### src/include/dpm_pkg.sv
// ----------------------------------------------------------------------------
// Shared constants of the pin and supply mode controller
// ----------------------------------------------------------------------------
package dpm_pkg;

    // Channel count and bus widths
    localparam int          NUM_CH    = 8;          // Output channels
    localparam int          ADDR_W    = 5;          // Byte address width
    localparam int          DATA_W    = 32;         // Bus data width

    // Register byte offsets
    localparam logic [4:0]  OFS_CHAN  = 5'h00;      // channel_on_bits
    localparam logic [4:0]  OFS_MAP_A = 5'h04;      // input_route_map_a
    localparam logic [4:0]  OFS_MAP_B = 5'h08;      // input_route_map_b
    localparam logic [4:0]  OFS_CTRL  = 5'h0C;      // Activation and PWM enables
    localparam logic [4:0]  OFS_PMAPA = 5'h10;      // PWM generator A routing
    localparam logic [4:0]  OFS_PMAPB = 5'h14;      // PWM generator B routing
    localparam logic [4:0]  OFS_STAT  = 5'h18;      // Level monitor and mode

    // Reset values
    localparam logic [7:0]  RST_CHAN  = 8'h00;      // All channels off
    localparam logic [7:0]  RST_MAP_A = 8'h04;      // Input a drives channel 2
    localparam logic [7:0]  RST_MAP_B = 8'h08;      // Input b drives channel 3
    localparam logic [2:0]  RST_CTRL  = 3'h0;       // Not activated, no PWM
    localparam logic [7:0]  RST_PMAP  = 8'h00;      // PWM routed nowhere

    // Control register field positions
    localparam int          CTRL_ACT  = 0;          // activation_bit
    localparam int          CTRL_PWMA = 1;          // pwm_enable_a
    localparam int          CTRL_PWMB = 2;          // pwm_enable_b

    // Status register field positions
    localparam int          STAT_LVLA = 0;          // Level of input a
    localparam int          STAT_LVLB = 1;          // Level of input b
    localparam int          STAT_MODE = 2;          // Mode, two bits
    localparam int          STAT_BUV  = 4;          // Battery undervoltage
    localparam int          STAT_LUV  = 5;          // Logic undervoltage

    // Operating modes
    typedef enum logic [1:0] {
        MODE_SLEEP,
        MODE_IDLE,
        MODE_ACTIVE,
        MODE_FAILSAFE
    } dpm_mode_t;

endpackage

### src/dpm_sync.sv
`timescale 1ns/1ps
// ----------------------------------------------------------------------------
// Two-stage synchroniser for asynchronous levels
// ----------------------------------------------------------------------------
module dpm_sync #(
    parameter int W = 1                             // Number of levels
) (
    input  wire logic         clk_in,               // Clock
    input  wire logic         arst_n_in,            // Async reset, active low
    input  wire logic [W-1:0] async_in,             // Levels from pins
    output logic      [W-1:0] sync_out              // Synchronised levels
);

    logic [W-1:0] meta_q;                           // First stage only
    logic [W-1:0] sync_q;                           // Second stage

    // Two flip-flops, first read only by second
    always_ff @(posedge clk_in or negedge arst_n_in) begin
        if (!arst_n_in) begin
            meta_q <= '0;
            sync_q <= '0;
        end else begin
            meta_q <= async_in;
            sync_q <= meta_q;
        end
    end

    assign sync_out = sync_q;

endmodule // dpm_sync

### src/dpm_top.sv
// Decided for this implementation: the Avalon-MM slave port and the placing of the registers.
`timescale 1ns/1ps
module dpm_top #(
    parameter int NCH = dpm_pkg::NUM_CH              // Channel count
) (
    input  wire logic                       ref_clk_in,          // 20 MHz clock
    input  wire logic                       arst_n_in,           // Async reset
    input  wire logic                       direct_input_a_in,   // Pin input a
    input  wire logic                       direct_input_b_in,   // Pin input b
    input  wire logic                       low_power_n_in,      // Low-power pin
    input  wire logic                       battery_uv_in,       // Battery below level
    input  wire logic                       logic_uv_in,         // Logic supply low
    input  wire logic                       pwm_gen_a_in,        // PWM generator a
    input  wire logic                       pwm_gen_b_in,        // PWM generator b
    input  wire logic [dpm_pkg::ADDR_W-1:0] avs_address,         // Byte address
    input  wire logic                       avs_read,            // Read request
    input  wire logic                       avs_write,           // Write request
    input  wire logic [dpm_pkg::DATA_W-1:0] avs_writedata,       // Write data
    output logic      [dpm_pkg::DATA_W-1:0] avs_readdata,        // Read data
    output logic                            avs_waitrequest,     // Stall
    output logic      [NCH-1:0]             channel_cmd_out,     // Channel on commands
    output logic      [1:0]                 mode_out,            // Operating mode
    output logic                            uv_monitor_en_out,   // Supply monitors on
    output logic                            serial_out_en_out    // Serial output enable
);

    // ------------------------------------------------------------------------
    // Elaboration check
    // ------------------------------------------------------------------------
    if (NCH < 4 || NCH > 8) begin : g_bad_nch
        $error("NCH must lie between 4 and 8");
    end

    // ------------------------------------------------------------------------
    // Synchronisation of pins and supply levels
    // ------------------------------------------------------------------------
    logic [4:0] pins_s;                              // Synchronised levels
    logic       in_a_s;                              // Input a level
    logic       in_b_s;                              // Input b level
    logic       lp_n_s;                              // Low-power pin level
    logic       buv_s;                               // Battery undervoltage
    logic       luv_s;                               // Logic undervoltage

    // Input, low-power and supply pins pass two flops before use; PWM generator and bus inputs do not
    dpm_sync #(
        .W (5)
    ) u_sync (
        .clk_in    (ref_clk_in),
        .arst_n_in (arst_n_in),
        .async_in  ({logic_uv_in, battery_uv_in, low_power_n_in,
                     direct_input_b_in, direct_input_a_in}),
        .sync_out  (pins_s)
    );

    assign in_a_s = pins_s[0];
    assign in_b_s = pins_s[1];
    assign lp_n_s = pins_s[2];
    assign buv_s  = pins_s[3];
    assign luv_s  = pins_s[4];

    // ------------------------------------------------------------------------
    // Mode and supply decode
    // ------------------------------------------------------------------------
    wire        any_in     = in_a_s | in_b_s;                // Some input high
    wire        sleep_cond = !lp_n_s && !any_in;             // Sleep request
    wire        uv_mon_en  = !sleep_cond;                    // Monitors powered
    wire        buv_eff    = buv_s & uv_mon_en;
    wire        luv_eff    = luv_s & uv_mon_en;
    wire        both_uv    = buv_eff & luv_eff;              // Both supplies low
    wire        soft_rst   = !lp_n_s || luv_eff;             // Register reset
    wire        bus_block  = sleep_cond || luv_eff;          // Bus refused

    dpm_pkg::dpm_mode_t mode_q;                      // Current mode
    dpm_pkg::dpm_mode_t mode_d;                      // Next mode

    // ------------------------------------------------------------------------
    // Registers visible to software
    // ------------------------------------------------------------------------
    logic [NCH-1:0] chan_q;                          // channel_on_bits
    logic [NCH-1:0] map_a_q;                         // input_route_map_a
    logic [NCH-1:0] map_b_q;                         // input_route_map_b
    logic [2:0]     ctrl_q;                          // Activation and PWM enables
    logic [NCH-1:0] pmap_a_q;                        // PWM a routing
    logic [NCH-1:0] pmap_b_q;                        // PWM b routing
    logic [1:0]     lvl_q;                           // input_level_monitor
    logic [NCH-1:0] cmd_q;                           // Registered channel commands

    // Resize an 8-bit constant to the channel width
    function automatic logic [NCH-1:0] fit(input logic [7:0] v);
        logic [7:0] t;
        t = v;
        return t[NCH-1:0];
    endfunction

    // ------------------------------------------------------------------------
    // Avalon slave handshake
    // ------------------------------------------------------------------------
    logic                       ack_q;               // Answer cycle marker
    logic [dpm_pkg::DATA_W-1:0] rdata_q;             // Registered read data
    wire                        req     = avs_read | avs_write;    // Any request
    wire                        wr_take = avs_write & ack_q;       // Write commits
    wire                        wr_ok   = wr_take & !bus_block;    // Write accepted

    // Address decode
    wire sel_chan  = avs_address == dpm_pkg::OFS_CHAN;
    wire sel_map_a = avs_address == dpm_pkg::OFS_MAP_A;
    wire sel_map_b = avs_address == dpm_pkg::OFS_MAP_B;
    wire sel_ctrl  = avs_address == dpm_pkg::OFS_CTRL;
    wire sel_pmapa = avs_address == dpm_pkg::OFS_PMAPA;
    wire sel_pmapb = avs_address == dpm_pkg::OFS_PMAPB;
    wire sel_stat  = avs_address == dpm_pkg::OFS_STAT;

    // One wait state, answer on the second edge
    assign avs_waitrequest = req & !ack_q;

    // Status word
    wire [dpm_pkg::DATA_W-1:0] stat_word = {26'h0, luv_eff, buv_eff, mode_q, lvl_q};

    // Read mux, zero for unmapped or refused
    wire [dpm_pkg::DATA_W-1:0] rd_mux =
        bus_block ? 32'h0 :
        sel_chan  ? {{(32-NCH){1'b0}}, chan_q}   :
        sel_map_a ? {{(32-NCH){1'b0}}, map_a_q}  :
        sel_map_b ? {{(32-NCH){1'b0}}, map_b_q}  :
        sel_ctrl  ? {29'h0, ctrl_q}              :
        sel_pmapa ? {{(32-NCH){1'b0}}, pmap_a_q} :
        sel_pmapb ? {{(32-NCH){1'b0}}, pmap_b_q} :
        sel_stat  ? stat_word                    : 32'h0;

    // Handshake and read data capture
    always_ff @(posedge ref_clk_in or negedge arst_n_in) begin
        if (!arst_n_in) begin
            ack_q   <= 1'b0;
            rdata_q <= 32'h0;
        end else begin
            ack_q <= req & !ack_q;
            if (avs_read && !ack_q) begin
                rdata_q <= rd_mux;
            end
        end
    end

    assign avs_readdata = rdata_q;

    // ------------------------------------------------------------------------
    // Register writes with supply and pin resets
    // ------------------------------------------------------------------------
    always_ff @(posedge ref_clk_in or negedge arst_n_in) begin
        if (!arst_n_in) begin
            chan_q   <= fit(dpm_pkg::RST_CHAN);
            map_a_q  <= fit(dpm_pkg::RST_MAP_A);
            map_b_q  <= fit(dpm_pkg::RST_MAP_B);
            ctrl_q   <= dpm_pkg::RST_CTRL;
            pmap_a_q <= fit(dpm_pkg::RST_PMAP);
            pmap_b_q <= fit(dpm_pkg::RST_PMAP);
        end else if (soft_rst) begin
            chan_q   <= fit(dpm_pkg::RST_CHAN);
            map_a_q  <= fit(dpm_pkg::RST_MAP_A);
            map_b_q  <= fit(dpm_pkg::RST_MAP_B);
            ctrl_q   <= dpm_pkg::RST_CTRL;
            pmap_a_q <= fit(dpm_pkg::RST_PMAP);
            pmap_b_q <= fit(dpm_pkg::RST_PMAP);
        end else if (wr_ok) begin
            if (sel_chan) begin
                chan_q <= avs_writedata[NCH-1:0];
            end
            if (sel_map_a) begin
                map_a_q <= avs_writedata[NCH-1:0];
            end
            if (sel_map_b) begin
                map_b_q <= avs_writedata[NCH-1:0];
            end
            if (sel_ctrl) begin
                ctrl_q <= avs_writedata[2:0];
            end
            if (sel_pmapa) begin
                pmap_a_q <= avs_writedata[NCH-1:0];
            end
            if (sel_pmapb) begin
                pmap_b_q <= avs_writedata[NCH-1:0];
            end
        end
    end

    // ------------------------------------------------------------------------
    // Level monitor, free of any reset but the power-on one
    // ------------------------------------------------------------------------
    always_ff @(posedge ref_clk_in or negedge arst_n_in) begin
        if (!arst_n_in) begin
            lvl_q <= 2'h0;
        end else begin
            lvl_q <= {in_b_s, in_a_s};
        end
    end

    // ------------------------------------------------------------------------
    // Mode selection
    // ------------------------------------------------------------------------
    always_comb begin
        if (!lp_n_s && any_in) begin
            mode_d = dpm_pkg::MODE_FAILSAFE;
        end else if (!lp_n_s) begin
            mode_d = dpm_pkg::MODE_SLEEP;
        end else if (ctrl_q[dpm_pkg::CTRL_ACT]) begin
            mode_d = dpm_pkg::MODE_ACTIVE;
        end else begin
            mode_d = dpm_pkg::MODE_IDLE;
        end
    end

    // Mode register
    always_ff @(posedge ref_clk_in or negedge arst_n_in) begin
        if (!arst_n_in) begin
            mode_q <= dpm_pkg::MODE_SLEEP;
        end else begin
            mode_q <= mode_d;
        end
    end

    assign mode_out          = mode_q;
    assign uv_monitor_en_out = uv_mon_en;
    assign serial_out_en_out = !bus_block & !both_uv;

    // ------------------------------------------------------------------------
    // Channel command combination
    // ------------------------------------------------------------------------
    wire [NCH-1:0] route_a  = in_a_s ? map_a_q : '0;                 // Input a path
    wire [NCH-1:0] route_b  = in_b_s ? map_b_q : '0;                 // Input b path
    wire           pwm_a_on = pwm_gen_a_in & ctrl_q[dpm_pkg::CTRL_PWMA]; // Gen a live
    wire           pwm_b_on = pwm_gen_b_in & ctrl_q[dpm_pkg::CTRL_PWMB]; // Gen b live
    wire [NCH-1:0] route_pa = pwm_a_on ? pmap_a_q : '0;              // PWM a path
    wire [NCH-1:0] route_pb = pwm_b_on ? pmap_b_q : '0;              // PWM b path
    wire [NCH-1:0] or_cmd   = chan_q | route_a | route_b | route_pa | route_pb;
    // Fail-safe drives default channels only
    wire [NCH-1:0] fs_cmd   = (in_a_s ? fit(dpm_pkg::RST_MAP_A) : '0) |
                              (in_b_s ? fit(dpm_pkg::RST_MAP_B) : '0);
    wire [NCH-1:0] cmd_d    = buv_eff              ? '0     :
                              !lp_n_s              ? fs_cmd :
                              or_cmd;

    // Registered commands to the power stages
    always_ff @(posedge ref_clk_in or negedge arst_n_in) begin
        if (!arst_n_in) begin
            cmd_q <= '0;
        end else begin
            cmd_q <= cmd_d;
        end
    end

    assign channel_cmd_out = cmd_q;
endmodule // dpm_top

### config.mk
export PLATFORM = sky130hd
export DESIGN_NAME = dpm_top
export DESIGN_NICKNAME = d
export VERILOG_FILES = /design/src/include/dpm_pkg.sv /design/src/dpm_sync.sv /design/src/dpm_top.sv
export SDC_FILE = /design/constraint.sdc
export NUM_CORES = 1
export LEC_CHECK = 0
export CAP_MARGIN = 40
export CORE_ASPECT_RATIO = 0.8
export CORE_UTILIZATION = 32
export CTS_CLUSTER_DIAMETER = 40
export DETAILED_ROUTE_END_ITERATION = 8
export DONT_BUFFER_PORTS = 1
export GPL_ROUTABILITY_DRIVEN = 0
export PLACE_DENSITY = 0.52
export SLEW_MARGIN = 30
export SYNTH_ARGS = -nofsm -noshare
export SYNTH_HDL_FRONTEND = slang
export SYNTH_SLANG_ARGS = --single-unit
### constraint.sdc
create_clock -name ref_clk_in -period 2 [get_ports ref_clk_in]
set_input_delay 0.3 -clock ref_clk_in [delete_from_list [all_inputs] [get_ports ref_clk_in]]
set_output_delay 0.3 -clock ref_clk_in [all_outputs]
set_load 0.01 [all_outputs]
==> results_dict.tcl <==
set metrics [dict create \
    routed-wl-met3_mm 1.09 \
    flip_flop_cell_with_the_highest_count_after_synthesis "dfrtp_1" \
    stdcell_area_um2 4240 \
    starting_utilization_of_the_core_area 0.335 \
    netSwitchingFraction 0.223 \
    finalHoldViolations 74 \
    p_leak_uw 0.00191 \
    ir_drop_mv 0.538 \
    synth_top_cell_by_area "dfrtp_1" \
    worstPathRequired_ps 2260 \
    critPathMaxFanout 11 \
    critPathMaxStageDelay_ps 460 \
    pwr-share-clk 0.509 \
    synth-seq-area-share 0.500 \
    crit_arrival_ps 2010 \
    yosys.area.top_type_share 0.486 \
    numClockSinks 74 \
    post_synth_inst_count 376 \
    ys_seq_elements 74 \
    std_cell_rows 34 \
    slowest_stage "dfrtp_1" \
    worst_path_dominant_cell_family "simple AND/OR/NAND/NOR gates" \
    ys_async_rst_share 1.00 \
    mappedNetlistArea_um2 3710 \
    drv.max_cap_violation_count 0 \
    most_numerous_cell_in_the_yosys_netlist "dfrtp_1" \
    number_of_buffer_and_inverter_instances_along_the_worst_setup_path 2 \
    synthesis.yosys.warnings 0 \
    timing.max_slew.rel_slack 0.585 \
    fraction_of_layout_cells_with_a_size_suffix_above_1 0.112 \
    clock.fmax_mhz 573 \
    worstSetupStartpointType "flop" \
    placement_stage_cell_area_um2 3850 \
    synthTopCellsByArea "dfrtp_1 (49%), mux2i_1 (10%), nand2_1 (5.6%)" \
    actual_slew_at_the_worst_max_slew_pin_ps 621 \
    core-area_um2 11100 \
    cts.clk_slew.worst_paths_ps 60 \
    first_global_vias 2812 \
    fin_hold_ws_ps -351 \
    utilization 0.384 \
    antenna_found_initial 0 \
    cts.htree.levels 3 \
    dr.first_iter.drc_count 233 \
    status "finished with violations" \
    global_route_wire_length_before_repair_mm 16.8 \
    grt_setup_unrepaired "false" \
    violations_in_the_final_reports "hold timing" \
    yosys-top-cells-count "dfrtp_1 (72), nand2_1 (55), mux2i_1 (37)" \
    floorplan.die_area_um2 12000 \
    cts_tree "yes" \
    power.sequential.fraction 0.434 \
    buffer_cell_driving_the_clock_tree_root "clkbuf_16" \
    ant_nets_after_route 0 \
    die_x_um 122 \
    hpwl_mm 7.22 \
    fin_ws_ps 256 \
    track_usage 0.192 \
    drt_wl_total_mm 10.6 \
    avgViaCountPerCell 5.32 \
    syn-mean-instance-area_um2 9.87 \
    final.period_utilization 0.872 \
    cp-end-kind "flop" \
    path_type_of_the_worst_min_delay_path "primary input to asynchronous set/reset pin" \
    grt_start_max_net_pins 75 \
    crit_type "flop to flop" \
    tritoncts_buffers 9 \
    synthDistinctLibCells 43 \
    portBuffers 0 \
    final-max-slew-violation-count 0 \
    maximum_number_of_buffers_from_clock_root_to_sink 2 \
    drtPass1Iterations 7 \
    topRoutingLayerUsed "met4" \
    floorplan.die.height_um 98.3 \
    worst_clock_skew_ps 8.07 \
    area.growth.synth_to_final_pct 14.4 \
    cellInternalPower_uw 2780 \
    route.met2.wl_mm 4.34 \
    timing.final.setup_violations 0 \
    wl_met1_mm 5.00 \
    dpl_worst_slack_ps 223 \
    net-switching-power_uw 800 \
    final_nets 435 \
    cts.hold.buffers_added 5 \
    routed-via-count 2849 \
    final.min_clock_period_ps 1740 \
    grt.overflow.total 0 \
    drc 0 \
    pwr-share-comb 0.057 \
    areal_power_density_over_the_cells_nw_per_um2 845 \
    drt-wirelength-per-cell_um 19.8 \
    insertedDiodeCount 0 \
    ioPinCount 93 \
    synth-edff-count 0 \
    worst_path_cell_trace "nor3_2, buf_4, nor4_4, and2_1, buf_12, mux2i_1" \
    clk_latency_ps 350 \
    fin_tns_setup_ps 0 \
]
-- final cells by class --
| cell class | instances | area (µm²) |
|---|---|---|
| clock buffers | 12 | 267 |
| clock inverters | 4 | 72.6 |
| fillers | 1085 | 6820 |
| inverters | 17 | 63.8 |
| multi-input cells | 263 | 1600 |
| flip-flops and latches | 74 | 1850 |
| well taps | 144 | 180 |
| repair buffers | 22 | 203 |
-- placed cells by master (no fill, tap or decap), types with 3 or more instances in the layout --
| cell type | instances |
|---|---|
| o2111ai_1 | 3 |
| clkbuf_16 | 9 |
| o31ai_1 | 3 |
| nor2b_1 | 9 |
| a221oi_1 | 13 |
| o22ai_1 | 5 |
| a22oi_1 | 6 |
| a21oi_1 | 21 |
| buf_4 | 15 |
| and2_1 | 3 |
| nand3_1 | 12 |
| dfrtp_1 | 72 |
| nand2b_1 | 6 |
| dlygate4sd3_1 | 5 |
| o21ai_0 | 18 |
| nand2_1 | 55 |
| inv_1 | 17 |
| a31oi_1 | 3 |
| or3_1 | 5 |
| conb_1 | 24 |
| clkbuf_8 | 3 |
| mux2i_1 | 37 |
| nor2_1 | 12 |
| o211ai_1 | 4 |
-- power groups by stage --
stage,Clock (µW),Combinational (µW),Sequential [µW]
2_1_floorplan,0,186,1570
3_3_place_gp,0,193,1580
3_5_place_dp,0,193,1580
4_1_cts,1850,202,1560
5_1_grt,1900,225,1560
6_report,1820,205,1560
-- cell families (layout without fill, tap and decap cells) --
family,after synthesis,in the layout,share of synthesized area
AOI/OAI and AO/OA,85,85,0.150
buffers and inverters,62,55,0.0917
DFF,74,74,0.500
muxes,37,37,0.0998
other,1,24,0.00101
and+or+nand+nor,117,117,0.157
-- per-stage QoR --
stage                     cells  hold WS, ps  power [µW]
after floorplan             399         4.41        1760
after global placement      515         7.92        1780
after detailed placement    515         6.80        1780
after CTS                   536         -360        3610
after global routing        536         -364        3690
final                       536         -351        3580
-- routing by layer --
layer,vias up,GRT usage
li1,1298,-
met4,0,0.0675
met1,1398,0.279
met5,-,0
met2,137,0.258
met3,16,0.0683
-- repair_timing --
action | 4_1_cts | 5_1_grt
buffers inserted | 0 | 0
gates resized for setup | 0 | 0
setup endpoints to repair | 0 | 0
endpoints found under the hold margin | 79 | 74
-- state kept, by name (all words and copies together) (netlist names), 5 cells and up --
| signal | flops |
|---|---|
| map_a_q | 8 |
| pmap_a_q | 8 |
| u_sync.meta_q | 5 |
| avs_readdata | 8 |
| channel_cmd_out | 8 |
| pmap_b_q | 8 |
| chan_q | 8 |
| u_sync.sync_out | 5 |
| map_b_q | 8 |
-- worst register-to-register path, cell delays in order, from the launching register on --
cell	delay (ps)
dfrtp_1	460
nor3_2	60
buf_4	190
nor4_4	370
and2_1	250
buf_12	160
mux2i_1	190
-- worst paths after layout --
path / end / cells after the start / slack, ps / from
worst max-delay path: map_a_q[5] / 6 / 260 / u_sync.sync_out[2]
worst min-delay path: map_a_q[6] / 0 / -350 / arst_n_in
worst max register to register: map_a_q[5] / 6 / 260 / u_sync.sync_out[2]
worst min register to register: u_sync.sync_out[3] / 0 / 350 / u_sync.meta_q[3]
max in group asynchronous: map_b_q[3] / 0 / 2150 / arst_n_in
min in group ref_clk_in: chan_q[0] / 2 / 90 / avs_writedata[0]
Power figures use the tool's default switching activity.
